<file path="src/fkb_params.svh">
// Constants for the fuse key boot command port
`ifndef FKB_PARAMS_SVH
`define FKB_PARAMS_SVH
`define FKB_CLK_MHZ 40
`define FKB_BLOW_TIME_NS 10000
`define FKB_BLOW_CYC ((`FKB_BLOW_TIME_NS * `FKB_CLK_MHZ + 999) / 1000)
`define FKB_ADDR_BITS 32
`define FKB_HDR_BITS 48
`define FKB_KEY_BITS 128
`define FKB_BOX_WORDS 4
`define FKB_CMD_UNLOCK 16'hde05
`define FKB_UNLOCK_A 32'h5345acba
`define FKB_UNLOCK_B 32'hacba5345
`define FKB_CMD_STAGE 16'h0007
`define FKB_CMD_TO_ENC 16'h0008
`define FKB_CMD_TO_AUTH 16'h0009
`define FKB_CMD_TO_CTRL 16'h000b
`define FKB_CMD_BLOW 16'h000c
`define FKB_CMD_RD_ENC 16'h000d
`define FKB_CMD_RD_AUTH 16'h000e
`define FKB_CMD_RD_CTRL 16'h0010
`define FKB_CMD_DUMP 16'h0011
`define FKB_CMD_STATUS 16'h0012
`define FKB_STAT_BLOWING 32'h00000001
`define FKB_STAT_READY 32'h00000000
`define FKB_CTL_RD_KEY 1
`define FKB_CTL_WR_KEY 2
`define FKB_CTL_RD_CTRL 5
`define FKB_CTL_WR_CTRL 6
`define FKB_REG_CTRL 4'h0
`define FKB_REG_STATUS 4'h4
`define FKB_REG_SIG 4'h8
`define FKB_REG_FUSECTL 4'hc
`define FKB_WLEN_RST 5'h10
`define FKB_WLEN_MIN 5'h08
`define FKB_WLEN_MAX 5'h10
`define FKB_STS_REFUSED 3
`endif

</file>
<file path="src/fkb_pkg.sv">
// Types shared by the fuse key boot command port
package fkb_pkg;
  typedef enum logic [1:0] {ul_wait_a, ul_wait_b, ul_open} fkb_unlock_t;
  typedef enum logic [1:0] {box_enc, box_auth, box_ctrl} fkb_box_t;
  typedef enum logic [1:0] {eng_idle, eng_blow, eng_read, eng_wait}
    fkb_eng_t;
endpackage : fkb_pkg

</file>
<file path="src/fkb_boot_port.sv">
// Fuse key boot command port: serial slave, unlock, fuse commands
`include "fkb_params.svh"
module fkb_boot_port import fkb_pkg::*; #(
  parameter logic [31:0] HW_SIG = 32'h0000_5a5a // Arbitrary value
) (
  input wire logic clk_i,
  input wire logic rst_b_i,
  input wire logic serial_shift_clock_i,
  input wire logic slave_select_n_i,
  input wire logic mosi_i,
  output logic miso_o,
  output logic miso_oe_o,
  input wire logic [3:0] avs_address_i,
  input wire logic avs_read_i,
  input wire logic avs_write_i,
  input wire logic [31:0] avs_writedata_i,
  input wire logic [3:0] avs_byteenable_i,
  output logic [31:0] avs_readdata_o,
  output logic avs_waitrequest_o,
  output logic blowing_o
);
  logic sck_s, sel_s, ss_n_s, mosi_s, sck_q, ss_q;
  logic sck_rise, sck_fall, frame_start, frame_end, exec;
  logic [7:0] bit_cnt, pay_bits;
  logic [47:0] hdr;
  logic [127:0] pay, staging, tx_sh;
  logic [127:0] shadow [3];
  logic [79:0] reply;
  logic reply_vld;
  logic [15:0] cmd;
  fkb_unlock_t unlock_st;
  fkb_box_t last_box, eng_box;
  fkb_eng_t eng_st;
  logic [1:0] idx;
  logic [15:0] tmr;
  logic mem_wr, mem_rd;
  logic [31:0] mem_rdata, ctrl_eff;
  logic [4:0] word_len, word_bits;
  logic [7:0] words_rx, frames;
  logic refused, refuse_ev, ack;
  logic start_blow, start_read;
  fkb_box_t next_box;

  // Box addressed by a copy or read command
  function automatic fkb_box_t box_of(input logic [15:0] c);
    unique case (c)
      `FKB_CMD_TO_AUTH, `FKB_CMD_RD_AUTH: box_of = box_auth;
      `FKB_CMD_TO_CTRL, `FKB_CMD_RD_CTRL: box_of = box_ctrl;
      default: box_of = box_enc;
    endcase
  endfunction : box_of

  // Word of a box value, word 0 being the most significant
  function automatic logic [31:0] word_of(input logic [127:0] v,
                                          input logic [1:0] i);
    unique case (i)
      2'h0: word_of = v[127:96];
      2'h1: word_of = v[95:64];
      2'h2: word_of = v[63:32];
      default: word_of = v[31:0];
    endcase
  endfunction : word_of

  // Write lock from the effective control bits
  function automatic logic wr_locked(input fkb_box_t b,
                                     input logic [31:0] c);
    wr_locked = (b == box_ctrl) ? c[`FKB_CTL_WR_CTRL] : c[`FKB_CTL_WR_KEY];
  endfunction : wr_locked

  // Pins cross from the master's clock into the core domain
  fkb_sync #(.W(3)) u_sync (
    .clk_i(clk_i),
    .rst_b_i(rst_b_i),
    .d_i({serial_shift_clock_i, !slave_select_n_i, mosi_i}),
    .q_o({sck_s, sel_s, mosi_s})
  );

  // Chain resets to zero, so select crosses inverted and reads idle
  assign ss_n_s = !sel_s;

  // Edge history of the synchronised pins
  always_ff @(posedge clk_i or negedge rst_b_i) begin
    if (!rst_b_i) begin
      sck_q <= 1'b0;
      ss_q <= 1'b1;
    end else begin
      sck_q <= sck_s;
      ss_q <= ss_n_s;
    end
  end

  // Edges count only while selected; one pulse moves one bit
  assign sck_rise = sck_s && !sck_q && !ss_n_s;
  assign sck_fall = !sck_s && sck_q && !ss_n_s;
  assign frame_start = !ss_n_s && ss_q;
  assign frame_end = ss_n_s && !ss_q;
  assign exec = frame_end && bit_cnt >= 8'(`FKB_HDR_BITS);
  assign cmd = hdr[15:0];

  // Header then payload, captured MSB first on rising clock edges
  always_ff @(posedge clk_i or negedge rst_b_i) begin
    if (!rst_b_i) begin
      bit_cnt <= 8'h0;
      pay_bits <= 8'h0;
      hdr <= 48'h0;
      pay <= 128'h0;
    end else if (frame_start) begin
      bit_cnt <= 8'h0;
      pay_bits <= 8'h0;
      pay <= 128'h0;
    end else if (sck_rise) begin
      if (bit_cnt < 8'(`FKB_HDR_BITS)) begin
        hdr <= {hdr[46:0], mosi_s};
        bit_cnt <= bit_cnt + 8'h1;
      end else if (pay_bits < 8'(`FKB_KEY_BITS)) begin
        pay <= {pay[126:0], mosi_s};
        pay_bits <= pay_bits + 8'h1;
      end
    end
  end

  // Word framing follows the configured 8 to 16 bit length
  always_ff @(posedge clk_i or negedge rst_b_i) begin
    if (!rst_b_i) begin
      word_bits <= 5'h0;
      words_rx <= 8'h0;
    end else if (frame_start) begin
      word_bits <= 5'h0;
    end else if (sck_rise) begin
      if (word_bits == word_len - 5'h1) begin
        word_bits <= 5'h0;
        words_rx <= words_rx + 8'h1;
      end else begin
        word_bits <= word_bits + 5'h1;
      end
    end
  end

  // Output shifter: reply of the last status poll, or a shadow dump
  always_ff @(posedge clk_i or negedge rst_b_i) begin
    if (!rst_b_i) begin
      tx_sh <= 128'h0;
    end else if (frame_start) begin
      tx_sh <= reply_vld ? {reply, 48'h0} : 128'h0;
    end else if (sck_fall) begin
      if (bit_cnt == 8'(`FKB_HDR_BITS) && pay_bits == 8'h0 &&
          cmd == `FKB_CMD_DUMP && unlock_st == ul_open &&
          !(last_box == box_ctrl ? ctrl_eff[`FKB_CTL_RD_CTRL] :
          ctrl_eff[`FKB_CTL_RD_KEY])) begin
        tx_sh <= shadow[last_box];
      end else begin
        tx_sh <= {tx_sh[126:0], 1'b0};
      end
    end
  end

  // Line driven only while selected; the master arbitrates slaves
  assign miso_o = tx_sh[127];
  assign miso_oe_o = !ss_n_s;

  // Unlock sequence, restarted by any wrong frame that carries a full header
  always_ff @(posedge clk_i or negedge rst_b_i) begin
    if (!rst_b_i) begin
      unlock_st <= ul_wait_a;
    end else if (exec && unlock_st != ul_open) begin
      if (cmd == `FKB_CMD_UNLOCK && pay[31:0] == `FKB_UNLOCK_B &&
          unlock_st == ul_wait_b) begin
        unlock_st <= ul_open;
      end else if (cmd == `FKB_CMD_UNLOCK && pay[31:0] == `FKB_UNLOCK_A) begin
        unlock_st <= ul_wait_b;
      end else begin
        unlock_st <= ul_wait_a;
      end
    end
  end

  // Command decode at frame end; engine busy refuses all but status and dump
  always_comb begin
    start_blow = 1'b0;
    start_read = 1'b0;
    refuse_ev = 1'b0;
    next_box = box_of(cmd);
    if (exec && unlock_st == ul_open) begin
      unique case (cmd)
        `FKB_CMD_STATUS, `FKB_CMD_DUMP: refuse_ev = 1'b0;
        `FKB_CMD_STAGE, `FKB_CMD_TO_ENC, `FKB_CMD_TO_AUTH,
        `FKB_CMD_TO_CTRL: refuse_ev = (eng_st != eng_idle) ||
          (cmd != `FKB_CMD_STAGE && wr_locked(next_box, ctrl_eff));
        `FKB_CMD_BLOW: begin
          next_box = last_box;
          refuse_ev = (eng_st != eng_idle) || wr_locked(last_box, ctrl_eff);
          start_blow = !refuse_ev;
        end
        `FKB_CMD_RD_ENC, `FKB_CMD_RD_AUTH: begin
          refuse_ev = (eng_st != eng_idle) || ctrl_eff[`FKB_CTL_RD_KEY];
          start_read = !refuse_ev;
        end
        `FKB_CMD_RD_CTRL: begin
          refuse_ev = eng_st != eng_idle;
          start_read = !refuse_ev;
        end
        default: refuse_ev = 1'b1;
      endcase
    end else if (exec) begin
      refuse_ev = cmd != `FKB_CMD_UNLOCK;
    end
  end

  // Staging buffer and shadow registers
  always_ff @(posedge clk_i or negedge rst_b_i) begin
    if (!rst_b_i) begin
      staging <= 128'h0;
      last_box <= box_enc;
      for (int i = 0; i < 3; i++) begin
        shadow[i] <= 128'h0;
      end
    end else if (eng_st == eng_wait) begin
      unique case (idx)
        2'h0: shadow[eng_box][127:96] <= mem_rdata;
        2'h1: shadow[eng_box][95:64] <= mem_rdata;
        2'h2: shadow[eng_box][63:32] <= mem_rdata;
        default: shadow[eng_box][31:0] <= mem_rdata;
      endcase
    end else if (exec && unlock_st == ul_open && !refuse_ev) begin
      if (cmd == `FKB_CMD_STAGE) begin
        staging <= pay;
      end else if (cmd == `FKB_CMD_TO_ENC || cmd == `FKB_CMD_TO_AUTH ||
                   cmd == `FKB_CMD_TO_CTRL) begin
        shadow[next_box] <= staging;
        last_box <= next_box;
      end else if (start_read) begin
        last_box <= next_box;
      end
    end
  end

  // Blow and read engine; one word per step, blow waits its time
  always_ff @(posedge clk_i or negedge rst_b_i) begin
    if (!rst_b_i) begin
      eng_st <= eng_idle;
      eng_box <= box_enc;
      idx <= 2'h0;
      tmr <= 16'h0;
    end else begin
      unique case (eng_st)
        eng_idle: begin
          idx <= 2'h0;
          tmr <= 16'h0;
          eng_box <= next_box;
          if (start_blow) begin
            eng_st <= eng_blow;
          end else if (start_read) begin
            eng_st <= eng_read;
          end
        end
        eng_blow: begin
          if (tmr == 16'(`FKB_BLOW_CYC - 1)) begin
            tmr <= 16'h0;
            idx <= idx + 2'h1;
            if (idx == 2'h3) begin
              eng_st <= eng_idle;
            end
          end else begin
            tmr <= tmr + 16'h1;
          end
        end
        eng_read: eng_st <= eng_wait;
        eng_wait: begin
          idx <= idx + 2'h1;
          eng_st <= (idx == 2'h3) ? eng_idle : eng_read;
        end
      endcase
    end
  end

  assign mem_wr = eng_st == eng_blow && tmr == 16'h0;
  assign mem_rd = eng_st == eng_read;
  assign blowing_o = eng_st == eng_blow;

  fkb_fuse_mem u_mem (
    .clk_i(clk_i),
    .rst_b_i(rst_b_i),
    .wr_en_i(mem_wr),
    .wr_addr_i({eng_box, idx}),
    .wr_data_i(word_of(shadow[eng_box], idx)),
    .rd_en_i(mem_rd),
    .rd_addr_i({eng_box, idx}),
    .rd_data_o(mem_rdata)
  );

  // Control bits take effect only after a control box read-back
  always_ff @(posedge clk_i or negedge rst_b_i) begin
    if (!rst_b_i) begin
      ctrl_eff <= 32'h0;
    end else if (eng_st == eng_wait && eng_box == box_ctrl &&
                 idx == 2'h3) begin
      ctrl_eff <= mem_rdata;
    end
  end

  // Status reply, shifted out in the next frame
  always_ff @(posedge clk_i or negedge rst_b_i) begin
    if (!rst_b_i) begin
      reply <= 80'h0;
      reply_vld <= 1'b0;
    end else if (exec && unlock_st == ul_open && cmd == `FKB_CMD_STATUS) begin
      reply <= {HW_SIG, 16'h0000, (eng_st == eng_blow) ?
                `FKB_STAT_BLOWING : `FKB_STAT_READY};
      reply_vld <= 1'b1;
    end else if (frame_start) begin
      reply_vld <= 1'b0;
    end
  end

  // Avalon slave: one wait state, then the answer
  assign avs_waitrequest_o = (avs_read_i || avs_write_i) && !ack;
  always_ff @(posedge clk_i or negedge rst_b_i) begin
    if (!rst_b_i) begin
      ack <= 1'b0;
      avs_readdata_o <= 32'h0;
    end else begin
      ack <= (avs_read_i || avs_write_i) && !ack;
      if (avs_read_i && !ack) begin
        unique case (avs_address_i)
          `FKB_REG_CTRL: avs_readdata_o <= {27'h0, word_len};
          `FKB_REG_STATUS: avs_readdata_o <= {frames, words_rx, 11'h0,
            blowing_o, refused, eng_st != eng_idle, unlock_st};
          `FKB_REG_SIG: avs_readdata_o <= HW_SIG;
          `FKB_REG_FUSECTL: avs_readdata_o <= ctrl_eff;
          default: avs_readdata_o <= 32'h0;
        endcase
      end
    end
  end

  // Word length register, clamped to the supported range
  always_ff @(posedge clk_i or negedge rst_b_i) begin
    if (!rst_b_i) begin
      word_len <= `FKB_WLEN_RST;
    end else if (avs_write_i && ack && avs_byteenable_i[0] &&
                 avs_address_i == `FKB_REG_CTRL) begin
      // Whole word compared, so a large value clamps instead of wrapping
      word_len <= (avs_writedata_i < 32'(`FKB_WLEN_MIN)) ? `FKB_WLEN_MIN :
        (avs_writedata_i > 32'(`FKB_WLEN_MAX)) ? `FKB_WLEN_MAX :
        avs_writedata_i[4:0];
    end
  end

  // Sticky refusal flag, write one to clear; a new refusal wins
  always_ff @(posedge clk_i or negedge rst_b_i) begin
    if (!rst_b_i) begin
      refused <= 1'b0;
      frames <= 8'h0;
    end else begin
      if (refuse_ev) begin
        refused <= 1'b1;
      end else if (avs_write_i && ack && avs_byteenable_i[0] &&
                   avs_address_i == `FKB_REG_STATUS &&
                   avs_writedata_i[`FKB_STS_REFUSED]) begin
        refused <= 1'b0;
      end
      if (frame_end) begin
        frames <= frames + 8'h1;
      end
    end
  end
endmodule : fkb_boot_port

</file>
<file path="src/fkb_fuse_mem.sv">
// Fuse array of three boxes, four words each, registered read
module fkb_fuse_mem (
  input wire logic clk_i,
  input wire logic rst_b_i,
  input wire logic wr_en_i,
  input wire logic [3:0] wr_addr_i,
  input wire logic [31:0] wr_data_i,
  input wire logic rd_en_i,
  input wire logic [3:0] rd_addr_i,
  output logic [31:0] rd_data_o
);
  logic [31:0] fuse [12];

  // Blowing only sets bits; a blown fuse returns to zero only on reset
  always_ff @(posedge clk_i or negedge rst_b_i) begin
    if (!rst_b_i) begin
      for (int i = 0; i < 12; i++) begin
        fuse[i] <= 32'h0;
      end
    end else if (wr_en_i && wr_addr_i < 4'hc) begin
      fuse[wr_addr_i] <= fuse[wr_addr_i] | wr_data_i;
    end
  end

  // Read data from a register
  always_ff @(posedge clk_i or negedge rst_b_i) begin
    if (!rst_b_i) begin
      rd_data_o <= 32'h0;
    end else if (rd_en_i) begin
      rd_data_o <= (rd_addr_i < 4'hc) ? fuse[rd_addr_i] : 32'h0;
    end
  end
endmodule : fkb_fuse_mem

</file>
<file path="src/fkb_sync.sv">
// Two flip-flop synchroniser, one chain per bit
module fkb_sync #(
  parameter int W = 1
) (
  input wire logic clk_i,
  input wire logic rst_b_i,
  input wire logic [W-1:0] d_i,
  output logic [W-1:0] q_o
);
  logic [W-1:0] meta;

  // First stage feeds only the second stage
  for (genvar g = 0; g < W; g++) begin : g_bit
    always_ff @(posedge clk_i or negedge rst_b_i) begin
      if (!rst_b_i) begin
        meta[g] <= 1'b0;
        q_o[g] <= 1'b0;
      end else begin
        meta[g] <= d_i[g];
        q_o[g] <= meta[g];
      end
    end
  end
endmodule : fkb_sync

</file>
<file path="config.mk">
export PLATFORM = sky130hd
export DESIGN_NAME = fkb_boot_port
export DESIGN_NICKNAME = d
export VERILOG_FILES = /design/src/fkb_pkg.sv /design/src/fkb_boot_port.sv /design/src/fkb_fuse_mem.sv /design/src/fkb_sync.sv
export VERILOG_INCLUDE_DIRS = /design/src
export SDC_FILE = /design/constraint.sdc
export NUM_CORES = 2
export LEC_CHECK = 0
export BUFFER_PORTS_ARGS = -buffer_cell sky130_fd_sc_hd__buf_2
export CAP_MARGIN = 20
export CORE_UTILIZATION = 41
export DETAILED_ROUTE_END_ITERATION = 10
export GPL_ROUTABILITY_DRIVEN = 0
export PLACE_DENSITY = 0.54
export SETUP_SLACK_MARGIN = 0.15
export SLEW_MARGIN = 20
export SYNTH_ARGS = -nofsm -noshare
export SYNTH_HDL_FRONTEND = slang
export SYNTH_SLANG_ARGS = --single-unit
</file>
<file path="constraint.sdc">
create_clock -name clk_i -period 3.3 [get_ports clk_i]
set_input_delay 0.165 -clock clk_i [delete_from_list [all_inputs] [get_ports clk_i]]
set_output_delay 0.165 -clock clk_i [all_outputs]
set_load 0.03 [all_outputs]
</file>
==> results summary <==
Synthesis produced 7,136 cells. In the finished design, the share of the clock period the worst path needs comes to 0.9593. The data required time of the critical path came out at a little under 4 ns. Among all cell types in the netlist, the one instantiated most often is sky130_fd_sc_hd__dfrtp_1. The async set or reset register ratio after synthesis is 1.000.

The sort of element at the start of the critical path is a register. The dominant combinational cell family by area after synthesis is compound AO/OA/AOI/OAI gates. Relative to the synthesized area, the layout overhead comes to 14.86%. The net switching power is 9.784 mW.

The placed instance area is 0.07528 mm2. The max-slew violation count is 0. The area share of and/or/nand/nor cells after synthesis came out at 0.1102.

The effective utilization at floorplan is 0.4143. Sorting the synthesized cells by how often they occur yields sky130_fd_sc_hd__dfrtp_1, sky130_fd_sc_hd__nand2_1, sky130_fd_sc_hd__a21oi_1. The max-capacitance violation count came out at 0. The initialized floorplan defines roughly 150 standard-cell rows.

The switching portion of total power is 0.2621. The final count of negative-setup-slack endpoints came out at 0. The synthesized design spends more area on one cell type than any other, namely sky130_fd_sc_hd__dfrtp_1. The post-route setup TNS is 0 ns. The most used flip-flop cell after synthesis is sky130_fd_sc_hd__dfrtp_1.

The number of enable flip-flop cells after synthesis is 0. The DRC violation count after routing came out at 0. TritonCTS built the clock tree. The fraction of the core area covered by cells at the end of the flow is 0.4758. The worst slack after detailed placement is 0.04235 ns.

The number of clock sinks seen by CTS is 1,345. The number of buffers added on ports is 79. The horizontal die dimension is 416.5 um. After legalization and detailed placement, the total HPWL measured approximately 150 mm. The die is about 420 um tall. The run finished with clean final reports. The final instance area came out at a little over 0.08 mm2. The synthesized design contains 1,345 register bits. The total power density per cell area is 461.5 mW/mm2. The routed design could run at a clock period as short as 3.166 ns.

The average wire per standard cell is 26.24 um. The post-route non-filler standard cell count came out at 9,454. The data arrival at the endpoint of the critical path came out at 3.83 ns. The power consumption came out at roughly 37 mW. The region available for standard cell placement spans between 0.15 and 0.2 mm2. A synthesized cell averages roughly 9.9 um2. The maximum clock insertion buffer count came out at 3. STA classifies the critical path endpoint as a register. The proportion of netlist area held by the largest area contributor is 0.4771.

The first routing iteration left 5,476 violations. Across all setup checks in the final design, the least slack found is 0.1342 ns. The number of H-tree branching levels is 4.

The clock reaches the later pin of the worst-skew pair after 0.81 ns. The hold violation total from the final report is 0. The via count of the first global-routing pass is 57,620. Summing over every cut layer, the via total after detailed routing is 57,620. The final layout contains routed wiring with a total length of 248.1 mm. The total number of yosys warnings came out at 0. The total CTS buffers is 155. The fraction of synthesized cell area in xor and xnor cells is 0.003854. The area of the mapped netlist came out at about 0.070 mm2. The highest fanout seen on the critical path is 48.

The average via count per standard cell came out at 6.095. Of the cells placed in the final design, the portion with a size suffix greater than 1 is 0.1927. The sequential-to-total area share from yosys stat came out at 0.4779. Of the total power, combinational logic draws 0.084. Pin placement for this block handled 83 I/O pins. The clock arrives with ~0.034 ns of skew. The number of distinct standard cells referenced by the synthesized netlist came out at 81. The tightest min-delay check is of the in2reg type. The register share of total power came out at 0.448. Of the total synthesized cell area, the portion taken by full adders, half adders and majority gates is 0.002487. The internal portion of the total power is 27.55 mW. After global routing the overflow that remains totals 0.

The leakage component of the power is around 36 nW. The cell sitting at the root of the clock tree is a sky130_fd_sc_hd__clkbuf_16. Clock-pin slew was measured on the worst setup and hold paths at 0.06 ns. Based on the critical path, the design can be clocked at up to between 0.3 and 0.4 GHz. Setup repair after global routing left no endpoint under its margin.

After synthesis, the share of cell area in mux cells is 0.1765. The number of placed instances with taps included came out at 9,124. The peak ir drop on the vdd network is 574.6 uV. The die covers between 0.15 and 0.2 mm2. Entering global routing, the biggest net connects 128 pins.

The combined global-route utilization of all metal layers is 0.2835. The worst-case headroom to the max-slew limit came out at 0.2100. Across all hold checks on the routed design, the worst slack comes to 0.03027 ns. The initial antenna violation count was 14. The post-layout net count is 7,163.

The compound-cell area share of the yosys netlist came out at 0.1896. The share of total power in the clock network is 0.468. Before antenna repair, the detailed router went through 6 iterations.

The net count after synthesis came out at 7,197. The final antenna-violating net count came out at 0. The transition at the pin with the smallest max-transition slack came out at 1.185 ns. The first-pass GRT wire length is 375.6 mm.

By area the synthesized netlist is led by sky130_fd_sc_hd__dfrtp_1, sky130_fd_sc_hd__mux2_2, sky130_fd_sc_hd__a21oi_1, sky130_fd_sc_hd__nand2_1, sky130_fd_sc_hd__mux2i_1. The critical path is of the reg2reg type.
[state kept, by name, summed over array words and instances, names as in the netlist, 5 cells and up]
name,flops
shadow,384
u_mem.fuse,384
pay,128
staging,128
tx_sh,128
avs_readdata_o,32
ctrl_eff,32
u_mem.rd_data_o,32
hdr,16
tmr,16
bit_cnt,8
frames,8
pay_bits,8
words_rx,8
word_bits,5
word_len,5
[metal layers]
metal | up-vias | GRT usage | wire (um)
met5 | - | 0 | 52
met4 | 8 | 0.1195 | 11000
met3 | 531 | 0.05779 | 18350
met2 | 2237 | 0.4454 | 113000
met1 | 29240 | 0.3802 | 105700
li1 | 25610 | - | -
[logic make-up (layout without fill, tap and decap cells)]
kind of cell	after synthesis	count (layout)
AOI/OAI and AO/OA	2108	2108
and+or+nand+nor	1911	1912
DFF	1345	1345
muxes	1028	1028
buffers and inverters	699	791
xor gates and xnor gates	31	31
adders and majority gates	14	14
other	0	7
[cell usage in the layout (no fill, tap or decap), types with 18 or more instances in the layout]
cell / count
sky130_fd_sc_hd__clkbuf_1: 38
sky130_fd_sc_hd__dlygate4sd3_1: 26
sky130_fd_sc_hd__a22o_1: 279
sky130_fd_sc_hd__clkbuf_16: 158
sky130_fd_sc_hd__nand3_1: 27
sky130_fd_sc_hd__o2bb2ai_1: 123
sky130_fd_sc_hd__nor2_1: 728
sky130_fd_sc_hd__o21ai_0: 438
sky130_fd_sc_hd__mux4_2: 96
sky130_fd_sc_hd__a2bb2oi_1: 34
sky130_fd_sc_hd__xnor2_1: 18
sky130_fd_sc_hd__buf_12: 97
sky130_fd_sc_hd__a222oi_1: 31
sky130_fd_sc_hd__clkinv_2: 24
sky130_fd_sc_hd__nand2_1: 974
sky130_fd_sc_hd__clkbuf_8: 40
sky130_fd_sc_hd__o22ai_1: 110
sky130_fd_sc_hd__buf_2: 78
sky130_fd_sc_hd__mux2_1: 132
sky130_fd_sc_hd__a22oi_1: 160
sky130_fd_sc_hd__buf_4: 275
sky130_fd_sc_hd__a211oi_1: 36
sky130_fd_sc_hd__a21oi_1: 785
sky130_fd_sc_hd__a221o_1: 31
sky130_fd_sc_hd__dfrtp_1: 1336
sky130_fd_sc_hd__mux2i_1: 298
sky130_fd_sc_hd__mux2_4: 40
sky130_fd_sc_hd__inv_1: 22
sky130_fd_sc_hd__nand4_1: 23
sky130_fd_sc_hd__mux2_2: 462
[critical path: stages, from the launching register on]
cell and delay, ns:
sky130_fd_sc_hd__dfrtp_4 0.49, sky130_fd_sc_hd__inv_1 0.11, sky130_fd_sc_hd__ha_4 0.18, sky130_fd_sc_hd__buf_12 0.21, sky130_fd_sc_hd__buf_4 0.24, sky130_fd_sc_hd__a222oi_1 0.94, sky130_fd_sc_hd__a21oi_1 0.33, sky130_fd_sc_hd__nor2_1 0.16
sky130_fd_sc_hd__buf_4 0.21, sky130_fd_sc_hd__a21oi_1 0.09
[path summary, 6_finish.rpt]
| path | from | endpoint | slack [ns] | cells past startpoint |
|---|---|---|---|---|
| setup / recovery | idx[0]$_DFFE_PN0P_ | u_mem.fuse[150]$_DFFE_PN0P_ | 0.13 | 9 |
| hold / removal | serial_shift_clock_i | u_sync.meta[2]$_DFF_PN0_ | 0.03 | 2 |
| setup reg to reg | idx[0]$_DFFE_PN0P_ | u_mem.fuse[150]$_DFFE_PN0P_ | 0.13 | 9 |
| hold reg to reg | u_sync.meta[2]$_DFF_PN0_ | u_sync.q_o[2]$_DFF_PN0_ | 0.35 | 0 |
| max in group asynchronous | rst_b_i | u_mem.fuse[251]$_DFFE_PN0P_ | 1.55 | 4 |
| min in group asynchronous | rst_b_i | ctrl_eff[6]$_DFFE_PN0P_ | 0.51 | 3 |
[power groups by stage]
stage               sequential, mW  clock (mW)  combinational, mW
global placement              17.0           0               3.05
floorplan                     17.0           0               1.37
finish                        16.7        17.5               3.15
CTS                           16.7        17.8               3.10
detailed placement            17.0           0               3.07
global route                  16.7        18.5               3.28
[layout make-up]
class | instances | area, um2
inverters | 24 | 90.09
fillers | 15900 | 89130
diodes | 7 | 17.52
multi-input cells | 5093 | 34450
repair buffers | 483 | 4753
well taps | 2218 | 2775
flip-flops and latches | 1345 | 33680
clock buffers | 235 | 4622
clock inverters | 49 | 514.2
[timing repair]
action | CTS | global route
pin swaps | 0 | 7
cloned | 0 | 2
resized for setup | 2 | 15
buffers inserted | 0 | 9
setup endpoints to repair | 14 | 257
hold buffers | 27 | 0
hold endpoints to repair | 704 | 0
No activity file was read; power rests on OpenSTA's default activity.
